`config.mk`:
```
export PLATFORM = sky130hd
export DESIGN_NAME = asr_host
export DESIGN_NICKNAME = d
export VERILOG_FILES = /design/src/pkg/asr_pkg.sv /design/src/hw/asr_cycle_timer.sv /design/src/hw/asr_host.sv
export VERILOG_INCLUDE_DIRS = /design/src /design/src/pkg
export SDC_FILE = /design/constraint.sdc
export NUM_CORES = 1
export LEC_CHECK = 0
export ABC_CLOCK_PERIOD_IN_PS = 5430
export BUFFER_PORTS_ARGS = -buffer_cell sky130_fd_sc_hd__buf_2
export CAP_MARGIN = 25
export CELL_PAD_IN_SITES_DETAIL_PLACEMENT = 0
export CELL_PAD_IN_SITES_GLOBAL_PLACEMENT = 2
export CORE_ASPECT_RATIO = 2
export CORE_MARGIN = 5
export CORE_UTILIZATION = 34
export CTS_BUF_LIST = sky130_fd_sc_hd__clkbuf_4
export DETAILED_ROUTE_END_ITERATION = 7
export PLACE_DENSITY = 0.89
export SKIP_CTS_REPAIR_TIMING = 1
export SLEW_MARGIN = 20
export SYNTH_ARGS = -nofsm -noshare
export SYNTH_HDL_FRONTEND = slang
export SYNTH_SLANG_ARGS = --single-unit
export TNS_END_PERCENT = 30
```
`constraint.sdc`:
```
create_clock -name clk_i -period 5.43 [get_ports clk_i]
set_input_delay 0.2715 -clock clk_i [delete_from_list [all_inputs] [get_ports clk_i]]
set_output_delay 0.2715 -clock clk_i [all_outputs]
set_load 0.05 [all_outputs]
```
`src/pkg/asr_regs.svh`:
```
// Purpose: Timing constants for the async SRAM host controller
// Assumes: 50 MHz clock; both speed grades described
// Notes:   Counts round least times up to whole cycles
`ifndef ASR_REGS_SVH
`define ASR_REGS_SVH

`define ASR_CLK_PERIOD_PS         20000
`define ASR_CYC(ns) (((ns) * 1000 + `ASR_CLK_PERIOD_PS - 1) / `ASR_CLK_PERIOD_PS)

// Times in ns, fast grade then slow grade
`define ASR_READ_CYCLE_TIME_FAST   55
`define ASR_READ_CYCLE_TIME_SLOW   70
`define ASR_ADDRESS_ACCESS_FAST    55
`define ASR_ADDRESS_ACCESS_SLOW    70
`define ASR_WE_PULSE_FAST          40
`define ASR_WE_PULSE_SLOW          50
`define ASR_WRITE_DATA_SETUP_FAST  25
`define ASR_WRITE_DATA_SETUP_SLOW  30
`define ASR_WE_TURNOFF_DELAY_FAST  20
`define ASR_WE_TURNOFF_DELAY_SLOW  25
`define ASR_DESELECT_TO_RETENTION  0

`define ASR_ADDR_W                 15
`define ASR_DATA_W                 8

`endif

```
`src/pkg/asr_pkg.sv`:
```
// Purpose: Types for the async SRAM host controller
// Assumes: Widths from the constants header
// Notes:   Pins travel together as one struct
`include "asr_regs.svh"
package asr_pkg;

    // User request: direction, address, write byte
    typedef struct packed {
        logic                     we;
        logic [`ASR_ADDR_W-1:0]   addr;
        logic [`ASR_DATA_W-1:0]   wdata;
    } asr_req_t;

    // Outgoing memory pins; dq_oe_n low while driving
    typedef struct packed {
        logic [`ASR_ADDR_W-1:0]   addr;
        logic                     ce_n;
        logic                     oe_n;
        logic                     we_n;
        logic [`ASR_DATA_W-1:0]   dq;
        logic                     dq_oe_n;
    } asr_pins_t;

    // Controller states
    typedef enum logic [2:0] {
        ST_IDLE, ST_READ, ST_WSET, ST_WLOW, ST_WEND, ST_STBY, ST_RECOV
    } asr_state_t;

endpackage : asr_pkg

```
`src/hw/asr_cycle_timer.sv`:
```
// Purpose: Down counter that marks the last cycle of a phase
// Assumes: Load value at least one
// Notes:   last_o is high in the final cycle of the count
`timescale 1ns/100ps
module asr_cycle_timer #(
    parameter int W = 4
) (
    input  wire logic         clk_i,
    input  wire logic         rst_i,
    input  wire logic         load_i,
    input  wire logic [W-1:0] value_i,
    output logic              last_o
);
    logic [W-1:0] cnt;                 // Cycles left in the phase

    // Last cycle decode
    assign last_o = (cnt == W'(1));

    // Load or count down to zero
    always_ff @(posedge clk_i or posedge rst_i) begin
        if (rst_i) begin
            cnt <= '0;
        end else if (load_i) begin
            cnt <= value_i;
        end else if (cnt != '0) begin
            cnt <= cnt - W'(1);
        end
    end
endmodule : asr_cycle_timer

```
`src/hw/asr_host.sv`:
```
// Purpose: Host controller driving a 32K by 8 async static RAM
// Assumes: Data input synchronous to clk_i; one access at a time
// Notes:   Writes always run with OE high so no bus contention
`timescale 1ns/100ps
`include "asr_regs.svh"
module asr_host import asr_pkg::*; #(
    parameter bit FAST_GRADE = 1'b1
) (
    input  wire logic                   clk_i,
    input  wire logic                   rst_i,
    input  wire logic                   req_valid_i,
    input  wire asr_req_t               req_i,
    output logic                        ready_o,
    output logic [`ASR_DATA_W-1:0]      rdata_o,
    output logic                        rvalid_o,
    input  wire logic                   standby_i,
    output logic                        standby_ack_o,
    output asr_pins_t                   sram_o,
    input  wire logic [`ASR_DATA_W-1:0] sram_dq_i
);
    // Cycle counts for the chosen grade
    localparam int RC_CYC = FAST_GRADE ?
        `ASR_CYC(`ASR_READ_CYCLE_TIME_FAST) :
        `ASR_CYC(`ASR_READ_CYCLE_TIME_SLOW);
    localparam int AA_CYC = FAST_GRADE ?
        `ASR_CYC(`ASR_ADDRESS_ACCESS_FAST) :
        `ASR_CYC(`ASR_ADDRESS_ACCESS_SLOW);
    localparam int PW_CYC = FAST_GRADE ?
        `ASR_CYC(`ASR_WE_PULSE_FAST) : `ASR_CYC(`ASR_WE_PULSE_SLOW);
    localparam int SD_CYC = FAST_GRADE ?
        `ASR_CYC(`ASR_WRITE_DATA_SETUP_FAST) :
        `ASR_CYC(`ASR_WRITE_DATA_SETUP_SLOW);
    localparam int WL_CYC = (PW_CYC > SD_CYC) ? PW_CYC : SD_CYC;
    localparam int RD_CYC = (AA_CYC > RC_CYC) ? AA_CYC : RC_CYC;

    asr_state_t  state;              // Current phase
    asr_state_t  next_state;         // Phase after this edge
    logic        tmr_load;           // Restart phase timer
    logic [3:0]  tmr_value;          // Phase length in cycles
    logic        tmr_last;           // Final cycle of phase
    logic        take_req;           // Request accepted now
    logic        read_done;          // Read sample edge
    logic [3:0]  sel_cnt;            // Helper: cycles CE held low

    // Request accepted only from idle with no standby asked
    assign take_req  = (state == ST_IDLE) && req_valid_i && !standby_i;
    assign read_done = (state == ST_READ) && tmr_last;

    // Next phase decode
    always_comb begin
        next_state = state;
        case (state)
            ST_IDLE: begin
                if (standby_i)        next_state = ST_STBY;
                else if (take_req)    next_state = req_i.we ? ST_WSET
                                                            : ST_READ;
            end
            ST_READ:  if (tmr_last) next_state = ST_IDLE;
            ST_WSET:  next_state = ST_WLOW;
            ST_WLOW:  if (tmr_last) next_state = ST_WEND;
            ST_WEND:  next_state = ST_IDLE;
            ST_STBY:  if (!standby_i) next_state = ST_RECOV;
            ST_RECOV: if (tmr_last) next_state = ST_IDLE;
            default:  next_state = ST_IDLE;
        endcase
    end

    // Phase timer loads on entry to timed phases
    assign tmr_load  = (next_state != state) &&
                       (next_state == ST_READ || next_state == ST_WLOW ||
                        next_state == ST_RECOV);
    assign tmr_value = (next_state == ST_WLOW) ? 4'(WL_CYC) :
                       (next_state == ST_READ) ? 4'(RD_CYC) : 4'(RC_CYC);

    asr_cycle_timer #(.W(4)) u_timer (
        .clk_i   (clk_i),
        .rst_i   (rst_i),
        .load_i  (tmr_load),
        .value_i (tmr_value),
        .last_o  (tmr_last)
    );

    // State register
    always_ff @(posedge clk_i or posedge rst_i) begin
        if (rst_i) state <= ST_IDLE;
        else       state <= next_state;
    end

    // Pin drive; address set with or before CE falls
    always_ff @(posedge clk_i or posedge rst_i) begin
        if (rst_i) begin
            sram_o <= '{addr: '0, ce_n: 1'b1, oe_n: 1'b1, we_n: 1'b1,
                        dq: '0, dq_oe_n: 1'b1};
        end else begin
            case (next_state)
                ST_READ: begin
                    if (take_req) sram_o.addr <= req_i.addr;
                    sram_o.ce_n    <= 1'b0;
                    sram_o.oe_n    <= 1'b0;
                    sram_o.we_n    <= 1'b1;
                    sram_o.dq_oe_n <= 1'b1;
                end
                ST_WSET: begin
                    sram_o.addr    <= req_i.addr;
                    sram_o.dq      <= req_i.wdata;
                    sram_o.ce_n    <= 1'b0;
                    sram_o.oe_n    <= 1'b1;
                    sram_o.we_n    <= 1'b1;
                    sram_o.dq_oe_n <= 1'b0;
                end
                ST_WLOW: sram_o.we_n <= 1'b0;
                ST_WEND: begin
                    sram_o.ce_n <= 1'b1;
                    sram_o.we_n <= 1'b1;
                end
                default: begin
                    sram_o.ce_n    <= 1'b1;
                    sram_o.oe_n    <= 1'b1;
                    sram_o.we_n    <= 1'b1;
                    sram_o.dq_oe_n <= 1'b1;
                end
            endcase
        end
    end

    // Read capture after address access time
    always_ff @(posedge clk_i or posedge rst_i) begin
        if (rst_i) begin
            rdata_o  <= '0;
            rvalid_o <= 1'b0;
        end else begin
            rvalid_o <= read_done;
            if (read_done) rdata_o <= sram_dq_i;
        end
    end

    // Ready and standby acknowledge from next phase
    always_ff @(posedge clk_i or posedge rst_i) begin
        if (rst_i) begin
            ready_o       <= 1'b0;
            standby_ack_o <= 1'b0;
        end else begin
            ready_o       <= (next_state == ST_IDLE) && !standby_i;
            standby_ack_o <= (next_state == ST_STBY);
        end
    end

    // Helper: length of each CE-low stretch
    always_ff @(posedge clk_i or posedge rst_i) begin
        if (rst_i)             sel_cnt <= '0;
        else if (sram_o.ce_n)  sel_cnt <= '0;
        else if (sel_cnt != 4'hf) sel_cnt <= sel_cnt + 4'h1;
    end
endmodule : asr_host

```
# After elaboration in Yosys (flattened, before gate mapping)
# Index checks and enable logic that the tools add are counted.
# totals
word_cells	60
register_bits	45
out_inout_bits	38
inputBits	36
# op_classes
n_addsub	1
muxes	16
eq_ne	14
reduce_logical	17
# ops
op	n
15-bit one-hot mux with 2 select lines	1
3-bit == test, second input constant	5
15-bit 2-to-1 mux	1
3-bit 2-to-1 mux	5
3-bit one-hot mux with 5 select lines	1
3-bit by 2-bit == test with 1-bit output, second input constant	4
4-bit 2-to-1 mux	2
3-bit by 1-bit == test with 1-bit output, second input constant	2
3-bit zero test	2
1-bit one-hot mux with 2 select lines	3
2-bit OR reduction	3
1-bit logical AND	5
4-bit by 1-bit == test with 1-bit output, second input constant	1
2-bit nonzero test	2
4-bit nonzero test	1
4-bit by 1-bit subtractor with 4-bit output, second input constant	1
3-bit != test	1
1-bit logical OR	2
1-bit 2-to-1 mux	2
2-bit 2-to-1 mux	1
2-bit != test, second input constant	1
2-bit AND reduction	1
1-bit zero test	1

# Depth between registers and ports, before layout
# Gate-level depths: netlist (run 1).
# logic_depth
ltp_word	11
ltp_mapped	8
depth_no_buf	7

# Cells and area by module
# Synthesis (run 1) repeated with hierarchy kept, for this count alone.
# unflattened
cells_unflattened	139
area_unflattened_um2	1943.1
# modules_own_cells
module	seq_area_each_um2	instances	cells_per_inst	area_per_inst_um2
asr_host	1031.0	1	113	1676.6
asr_cycle_timer	100.1	1	26	266.5

# Least setup slack after synthesis (run 1)
# No wires, ideal clock.
# synth_path
path_type	register to register
from	reg u_timer.cnt[1]
to	reg u_timer.cnt[0]
arrival_ns	1.635
period_less_slack_ns	1.700
setup_slack_ns	3.730
setup_time_ns	0.065
required_ns	5.365
path_stages_with_launch	7
cell_sequence	dfrtp_1 > inv_1 > ha_1 > or3b_2 > o32ai_2 > a21o_2 > o22a_1
# synth_between
elab_chain_len	8
# synth_lines
element	line_no	rtl
start: declaration	asr_cycle_timer.sv:14	logic [W-1:0] cnt;
start signal: assignment	asr_cycle_timer.sv:24	cnt <= value_i;
start signal: assignment	asr_cycle_timer.sv:26	cnt <= cnt - W'(1);
4-bit by 1-bit == test with 1-bit output	asr_cycle_timer.sv:17	assign last_o = (cnt == W'(1));
3-bit 2-to-1 mux, on equally long branches	asr_host.sv:58, asr_host.sv:63, asr_host.sv:60	
3-bit one-hot mux with 5 select lines	asr_host.sv:52	case (state)
3-bit by 1-bit == test with 1-bit output or 3-bit by 2-bit == test with 1-bit output (tied branches)	asr_host.sv:70, asr_host.sv:72	
1-bit logical OR (2 in series)	asr_host.sv:70	(next_state == ST_READ || next_state == ST_WLOW ||
1-bit logical AND	asr_host.sv:69	assign tmr_load = (next_state != state) &&
4-bit 2-to-1 mux or 2-bit nonzero test (tied branches)	--	
# Parallel ways exist; a longest one is shown, timed or not.
# A chain may end at the register's enable or synchronous reset.

# Final worst setup path (run 1)
# Ends and elaborated chain as after synthesis.

==> metrics.md, run 1 <==
| Metric | Value |
|---|---|
| Critical path fanouts, max | 4 |
| Die ar. | 7460 um2 |
| Rows | 39 |
| Unrepaired setup endpoints after global routing | false |
| Synth area leader | dfrtp_1 |
| Mapped Area | 1956 um2 |
| DRC | 0 |
| Die width | 63.63 um |
| Crit path buf inv count | 1 |
| Most frequent cell after synthesis | dfrtp_1 |
| Reg2reg path depth | 6 |
| Vias in the first global route | 1453 |
| Worst min path class | in -> async |
| Setup violators final | 0 |
| Sequential area share after synthesis | 0.5784 |
| Core Util, Final | 0.4284 |
| Post-synthesis compound-gate area fraction | 0.07102 |
| Synth-to-layout area growth | 23.99% |
| Worst r2r dst | u_timer.cnt[0] |
| Via density | 4.831 |
| Mux cell area share after synthesis | 0.1324 |
| Antenna cells | 0 |
| Die H | 117.3 um |
| GP Congestion | 0.7093 |
| Pin count of the biggest net entering global routing | 46 |
| Antenna-violating nets left | 0 |
| WP data required | 5.75 ns |
| Core Footprint | 5660 um2 |
| Cells after Synth | 158 |
| CTS clock-pin slew for the worst setup and hold paths | 0.13 ns |
| Clock tree buffer depth | 2 |
| Total number of vias | 1430 |
| Synth Net Count | 197 |
| Least-Margin Pin Slew | 0.5688 ns |
| Synth unique cells | 37 |
| Initial DRC Count | 50 |
| Final-report hold violation count | 0 |
| Post-Synth Adder-Cell Area | 0.01919 |
| RR Startpoint | u_timer.cnt[1] |
| Top post-synthesis cells by count | dfrtp_1, nand2_1, mux2_2, inv_1, nor2_1 |
| First-pass GRT wire length | 7051 um |
| CTS tree | built |
| Largest family of logic cells by synthesized area | simple AND/OR/NAND/NOR gates |
| Ports | 74 |
| Post-synth top area share | 0.5246 |
| Setup TNS | 0 ns |
| Max-Cap Viols | 0 |
| CTS buffer count | 5 |
| Synthesized-area fraction occupied by and/or/nand/nor cells | 0.1587 |
| Layout net count | 273 |
| GRT Overall Usage | 0.1237 |
| Post-synth ARST share | 1.000 |
| Initial antenna violation count | 0 |
| Worst reg2reg setup slack | 3.60 ns |
| Port bufs | 73 |
| Syn avg cell area | 12.38 um2 |
| Worst setup EP type | register |
| Most used DFF post-synth | dfrtp_1 |
| Share of post-route cells with drive strength above 1 | 0.5021 |
| Smallest hold slack | 0.02686 ns |
| CP Class | reg -> reg |
| Dpl hpwl | 3401 um |
| Final design area excluding fillers | 2425 um2 |
| Post-Route Skew | 0.01523 ns |
| Critical path, cell by cell | inv_1 > ha_1 > or3b_2 > o32ai_2 > a21o_2 > o22a_1 |
| Initial DRT Pass Iterations | 4 |
| Crit-path max cell delay | 0.49 ns |
| Ranking of synthesized cells by area | dfrtp_1, mux2_2, nand2_1 |
| Root Driver | clkbuf_4 |
| Wire per inst | 14.86 um |
| Post-layout min period | 1.828 ns |
| Area post-placement | 2365 um2 |
| Fmax | 546.9 MHz |
| Post-Synth XOR/XNOR Area | 0.004479 |
| Register bit total from synthesis | 45 |
| Num Clock Sinks | 45 |
| Startpoint Class | register |
| CP delay by family, top | compound AO/OA/AOI/OAI gates |
| Post-synth EDFFs | 0 |
| Status | complete, no violations |
| Slew Limit Headroom | 0.6208 |
| Initial Util | 0.3455 |
| Clock Latency Late Sink | 0.36 ns |
| CP max stage cell | or3b_2 |
| Fill count | 561 |
| Final period utilization | 0.3367 |
| Crit path DAT | 2.14 ns |
| GRT overflow | 0 |
| H-tree level count | 2 |
| Final slew viol count | 0 |
| CP startpoint | u_timer.cnt[1] |
| Ys Warns | 0 |
| Drt total wl | 4399 um |
worst max-delay path by stage:
stage / slack [ns] / cells after the start / end
final: 3.60 / 6 / u_timer.cnt[0]
after global routing: 3.42 / 7 / rdata_o[6]
after CTS: 3.59 / 6 / u_timer.cnt[0]
after detailed placement: 3.62 / 6 / u_timer.cnt[0]
after global placement: 3.65 / 6 / u_timer.cnt[0]
after floorplan: 3.73 / 6 / u_timer.cnt[0]
metal layers:
layer / GRT usage / vias to the layer above / wire length (um)
met5: 0 / - / 0
li1: - / 689 / -
met3: 0.04011 / 11 / 240
met4: 0.07212 / 0 / 133
met2: 0.2313 / 32 / 2616
met1: 0.1138 / 698 / 1409
layout make-up:
cell class	instances	area, um2	share of cell area
sequential	45	1131	0.4665
multi-input combinational	100	754.5	0.3111
timing repair buffer	74	372.9	0.1538
tap	61	76.32	0.03148
clock buffer	8	60.06	0.02477
inverter	8	30.03	0.01238
worst register-to-register path: cells and delay by family (launching register included):
kind / cells / cell delay, ns
compound gates: 3 / 0.56
buf+inv: 1 / 0.10
fa+ha+maj: 1 / 0.23
flops: 1 / 0.41
simple gates: 1 / 0.49
layout by cell type (no fill, tap or decap), types with 2 or more instances in the layout:
master / Yosys / layout
nand2b_1: 4 / 4
nand2_1: 30 / 30
a31oi_1: 2 / 2
or3_1: 2 / 2
nor3_1: 2 / 2
o21ai_0: 3 / 3
buf_2: 2 / 73
mux2_2: 23 / 23
nand3b_1: 2 / 2
a21oi_1: 3 / 3
clkbuf_4: 0 / 8
ha_1: 3 / 3
dfrtp_1: 41 / 41
inv_1: 7 / 6
nor2_1: 7 / 7
dfstp_2: 4 / 4
logic make-up after synthesis:
kind of cell | count (synthesis)
compound gates | 17
xor+xnor | 1
fa+ha+maj | 3
buf+inv | 13
flops | 45
mux | 23
simple gates | 56
flip-flops by register name (all words and copies together), names as in the netlist:
signal and cells:
rdata_o 8, rvalid_o 1, state 3, ready_o 1
standby_ack_o 1, sram_o 27, u_timer.cnt 4
metrics by stage:
stage | cells | worst slack, ns
after floorplan | 158 | 3.730
after global placement | 288 | 3.652
after detailed placement | 288 | 3.615
after CTS | 296 | 3.595
after global routing | 296 | 3.420
final | 296 | 3.602
Power of run 1 is left out: the tool's default activity adds up to more than one toggle a clock period on the data nets, which glitch-free logic cannot reach.
==> run 2: changes to the inputs <==
--- a/config.mk
+++ b/config.mk
@@ -6,17 +6,18 @@
 export SDC_FILE = /design/constraint.sdc
 export NUM_CORES = 1
 export LEC_CHECK = 0
-export ABC_CLOCK_PERIOD_IN_PS = 5430
+export ABC_AREA = 1
+export ABC_CLOCK_PERIOD_IN_PS = 1700
 export BUFFER_PORTS_ARGS = -buffer_cell sky130_fd_sc_hd__buf_2
 export CAP_MARGIN = 25
 export CELL_PAD_IN_SITES_DETAIL_PLACEMENT = 0
 export CELL_PAD_IN_SITES_GLOBAL_PLACEMENT = 2
 export CORE_ASPECT_RATIO = 2
 export CORE_MARGIN = 5
-export CORE_UTILIZATION = 34
+export CORE_UTILIZATION = 31
 export CTS_BUF_LIST = sky130_fd_sc_hd__clkbuf_4
 export DETAILED_ROUTE_END_ITERATION = 7
-export PLACE_DENSITY = 0.89
+export PLACE_DENSITY = 0.84
 export SKIP_CTS_REPAIR_TIMING = 1
 export SLEW_MARGIN = 20
 export SYNTH_ARGS = -nofsm -noshare
==> constraint.sdc (replaced) <==
create_clock -name clk_i -period 1.7 [get_ports clk_i]
set_input_delay 0.085 -clock clk_i [delete_from_list [all_inputs] [get_ports clk_i]]
set_output_delay 0.085 -clock clk_i [all_outputs]
set_load 0.05 [all_outputs]
==> run 2 against run 1 <==
- synthesized cell count increased by 30%
- routed wire length increased by 28%
- final cell count increased by 40%
- critical path depth increased by 5
- worst setup slack got worse by 3.5 ns
- global-route usage increased by 0.84 points
- clock skew decreased by 0.0091 ns
- largest cell class unchanged
- clock-buffer cell count decreased by 3
- non-clock buffer count increased by 41
- first-iteration DRC count decreased by 18%
- critical endpoint is now u_timer.cnt[1]
- flip-flop and latch count unchanged
- die area increased by 16%
==> metrics.md, run 2 <==
| Metric | Value |
|---|---|
| Clock Latency Late Sink | 0.37 ns |
| Worst reg2reg setup slack | 0.11 ns |
| Most common cell after layout, fill and taps aside | buf_2 |
| Share of post-route cells with drive strength above 1 | 0.4492 |
| Cells after Synth | 206 |
| Via density | 4.384 |
| Power Density | 2124 nW/um2 |
| GRT overflow | 0 |
| Crit-path max cell delay | 0.41 ns |
| Drt total wl | 5634 um |
| Most frequent cell after synthesis | nand2_1 |
| Fmax | 627.6 MHz |
| First-pass GRT wire length | 8500 um |
| Synth-to-layout area growth | 43.76% |
| Worst min path class | in -> reg |
| CP max stage cell | dfrtp_1 |
| Critical path fanouts, max | 7 |
| Synth unique cells | 31 |
| GRT Overall Usage | 0.1320 |
| Post-Route Skew | 0.006118 ns |
| Cell internal pwr | 2.948 mW |
| Startpoint Class | register |
| Dpl hpwl | 4268 um |
| Slew Limit Headroom | 0.6469 |
| Top post-synthesis cells by count | nand2_1, dfrtp_1, inv_1, mux2_4, nand3_1 |
| Final slew viol count | 0 |
| Die ar. | 8677 um2 |
| Clock tree buffer depth | 2 |
| Most frequent cells in the layout | buf_2, nand2_1, dfrtp_1 |
| Peak VDD IR | 0.001204 V |
| Switching power | 3.512 mW |
| H-tree level count | 2 |
| DP Worst Slack | 0.05005 ns |
| Largest Register | sram_o |
| Worst setup EP type | register |
| Setup violators final | 0 |
| Crit path buf inv count | 1 |
| Fill count | 705 |
| CP Class | reg -> reg |
| Antenna-violating nets left | 0 |
| Number of cells on the critical path | 11 |
| GP Congestion | 0.8694 |
| Mapped Area | 2116 um2 |
| Final Worst Setup Slack | 0.1066 ns |
| Syn avg cell area | 10.27 um2 |
| Ranking of synthesized cells by area | dfrtp_1, nand2_1, mux2_4 |
| Post-synth top area share | 0.4849 |
| Ys Warns | 0 |
| Initial antenna violation count | 1 |
| Max reg flops | 27 |
| Least-Margin Pin Slew | 0.5289 ns |
| CTS buffer count | 5 |
| Leak | 1.646 nW |
| Die width | 68.42 um |
| Synth area leader | dfrtp_1 |
| Crit path DAT | 1.87 ns |
| Initial DRT Pass Iterations | 4 |
| WHS Path Cells | 3 |
| Sequential area share after synthesis | 0.5346 |
| Final period utilization | 0.9373 |
| Top Registers | sram_o x27, rdata_o x8, u_timer.cnt x4 |
| CTS clock-pin slew for the worst setup and hold paths | 0.13 ns |
| Post-synth ARST share | 1.000 |
| Switch share | 0.5437 |
| Num Clock Sinks | 45 |
| Core Footprint | 6621 um2 |
| Initial Util | 0.3195 |
| Rows | 42 |
| Final-report hold violation count | 0 |
| Ports | 74 |
| Core Util, Final | 0.4594 |
| Worst path most repeated cell | nand2_2 |
| Post-layout min period | 1.593 ns |
| Die H | 126.8 um |
| Most used DFF post-synth | dfrtp_1 |
| WP data required | 1.97 ns |
| CP delay by family, top | simple AND/OR/NAND/NOR gates |
| Combinational share of power | 0.620 |
| CTS tree | built |
| Root Driver | clkbuf_4 |
| Pin count of the biggest net entering global routing | 25 |
| Register bit total from synthesis | 45 |
| Final total power | 6.461 mW |
| Post-synth EDFFs | 0 |
| Vias in the first global route | 1820 |
| Status | complete, no violations |
| Reg2reg path depth | 11 |
| Reg power frac | 0.300 |
| Total number of vias | 1815 |
| DRC | 0 |
| Port bufs | 73 |
| Initial DRC Count | 41 |
| Share of total power in the clock network | 0.079 |
| Max-Cap Viols | 0 |
| Synth Net Count | 245 |
| Wire per inst | 13.61 um |
| Critical path, cell by cell | inv_2 > ha_2 > nand2_4 > nand2_1 > nand2_1 > nor2_2 > nand2_2 > nand2_2 > nand3_2 > nand2_2 > nand3_1 |
| Layout net count | 363 |
[run 2: cell types whose count changed in the layout (fill, tap and decap cells not counted), moves of 8 or more]
cell           before  now
mux2_2             23    5
dlygate4sd3_1       0   33
mux2_4              0   10
nand3_1             0    8
inv_1               6   16
nand2_1            30   65
[run 2: power by group through the flow]
stage	Combinational [mW]	Sequential (mW)	Clock [mW]
final	4.01	1.94	0.513
after floorplan	1.48	3.49	0
after detailed placement	3.93	1.95	0
after global placement	3.91	1.94	0
after CTS	3.93	1.93	0.551
after global routing	4.30	2.01	0.578
[run 2: final timing paths]
path / startpoint / endpoint
setup reg to reg: u_timer.cnt[1] / u_timer.cnt[1]
max in group asynchronous: rst_i / sram_o[11]
hold reg to reg: rdata_o[3] / rdata_o[3]
hold / removal: req_i[23] / state[0]
min in group asynchronous: rst_i / sram_o[12]
setup / recovery: u_timer.cnt[1] / u_timer.cnt[1]
[run 2: worst register-to-register path: stages (launching register included)]
cell	delay [ns]
dfrtp_1	0.41
inv_2	0.07
ha_2	0.18
nand2_4	0.09
nand2_1	0.07
nand2_1	0.08
nor2_2	0.15
nand2_2	0.09
nand2_2	0.09
nand3_2	0.09
nand2_2	0.10
nand3_1	0.07
[run 2: kinds of logic (layout without fill, tap and decap cells)]
kind of cell | Yosys count | count (layout) | share of synthesized area
flip-flops | 45 | 45 | 0.5346
AO/OA/AOI/OAI | 9 | 9 | 0.03194
multiplexers | 15 | 15 | 0.09757
adder cells (fa/ha/maj) | 3 | 3 | 0.01774
XOR/XNOR | 2 | 2 | 0.008281
buffers and inverters | 28 | 147 | 0.06032
other | 0 | 1 | 0
AND/OR/NAND/NOR | 104 | 104 | 0.2496
[run 2: layer usage]
| layer | vias to the layer above | GRT usage | routed length (um) |
|---|---|---|---|
| li1 | 890 | - | - |
| met1 | 861 | 0.1271 | 1865 |
| met2 | 43 | 0.2400 | 3370 |
| met3 | 21 | 0.02212 | 159 |
| met4 | 0 | 0.08675 | 239 |
| met5 | - | 0 | 0 |
[run 2: area by class of cell]
type | count | area (um2) | share of cell area
diodes | 1 | 2.502 | 0.0008227
clock buffers | 5 | 37.54 | 0.01234
clock inverters | 3 | 16.27 | 0.005348
inverters | 24 | 90.09 | 0.02962
multi-input cells | 133 | 874.6 | 0.2875
flip-flops and latches | 45 | 1135 | 0.3731
well taps | 88 | 110.1 | 0.03620
repair buffers | 115 | 775.7 | 0.2550
[run 2: through the flow]
step           instance area (um2)  setup TNS (ns)  hold slack [ns]  std cells
2_1_floorplan                 2116               0           0.1482        206
3_3_place_gp                  2626               0           0.1590        371
3_5_place_dp                  2626               0           0.1623        371
4_1_cts                       2680               0          -0.2651        379
5_1_grt                       3042       -0.002274          0.06796        414
6_report                      3042               0          0.05892        414
Note: power is estimated with default switching activity, not from simulation.
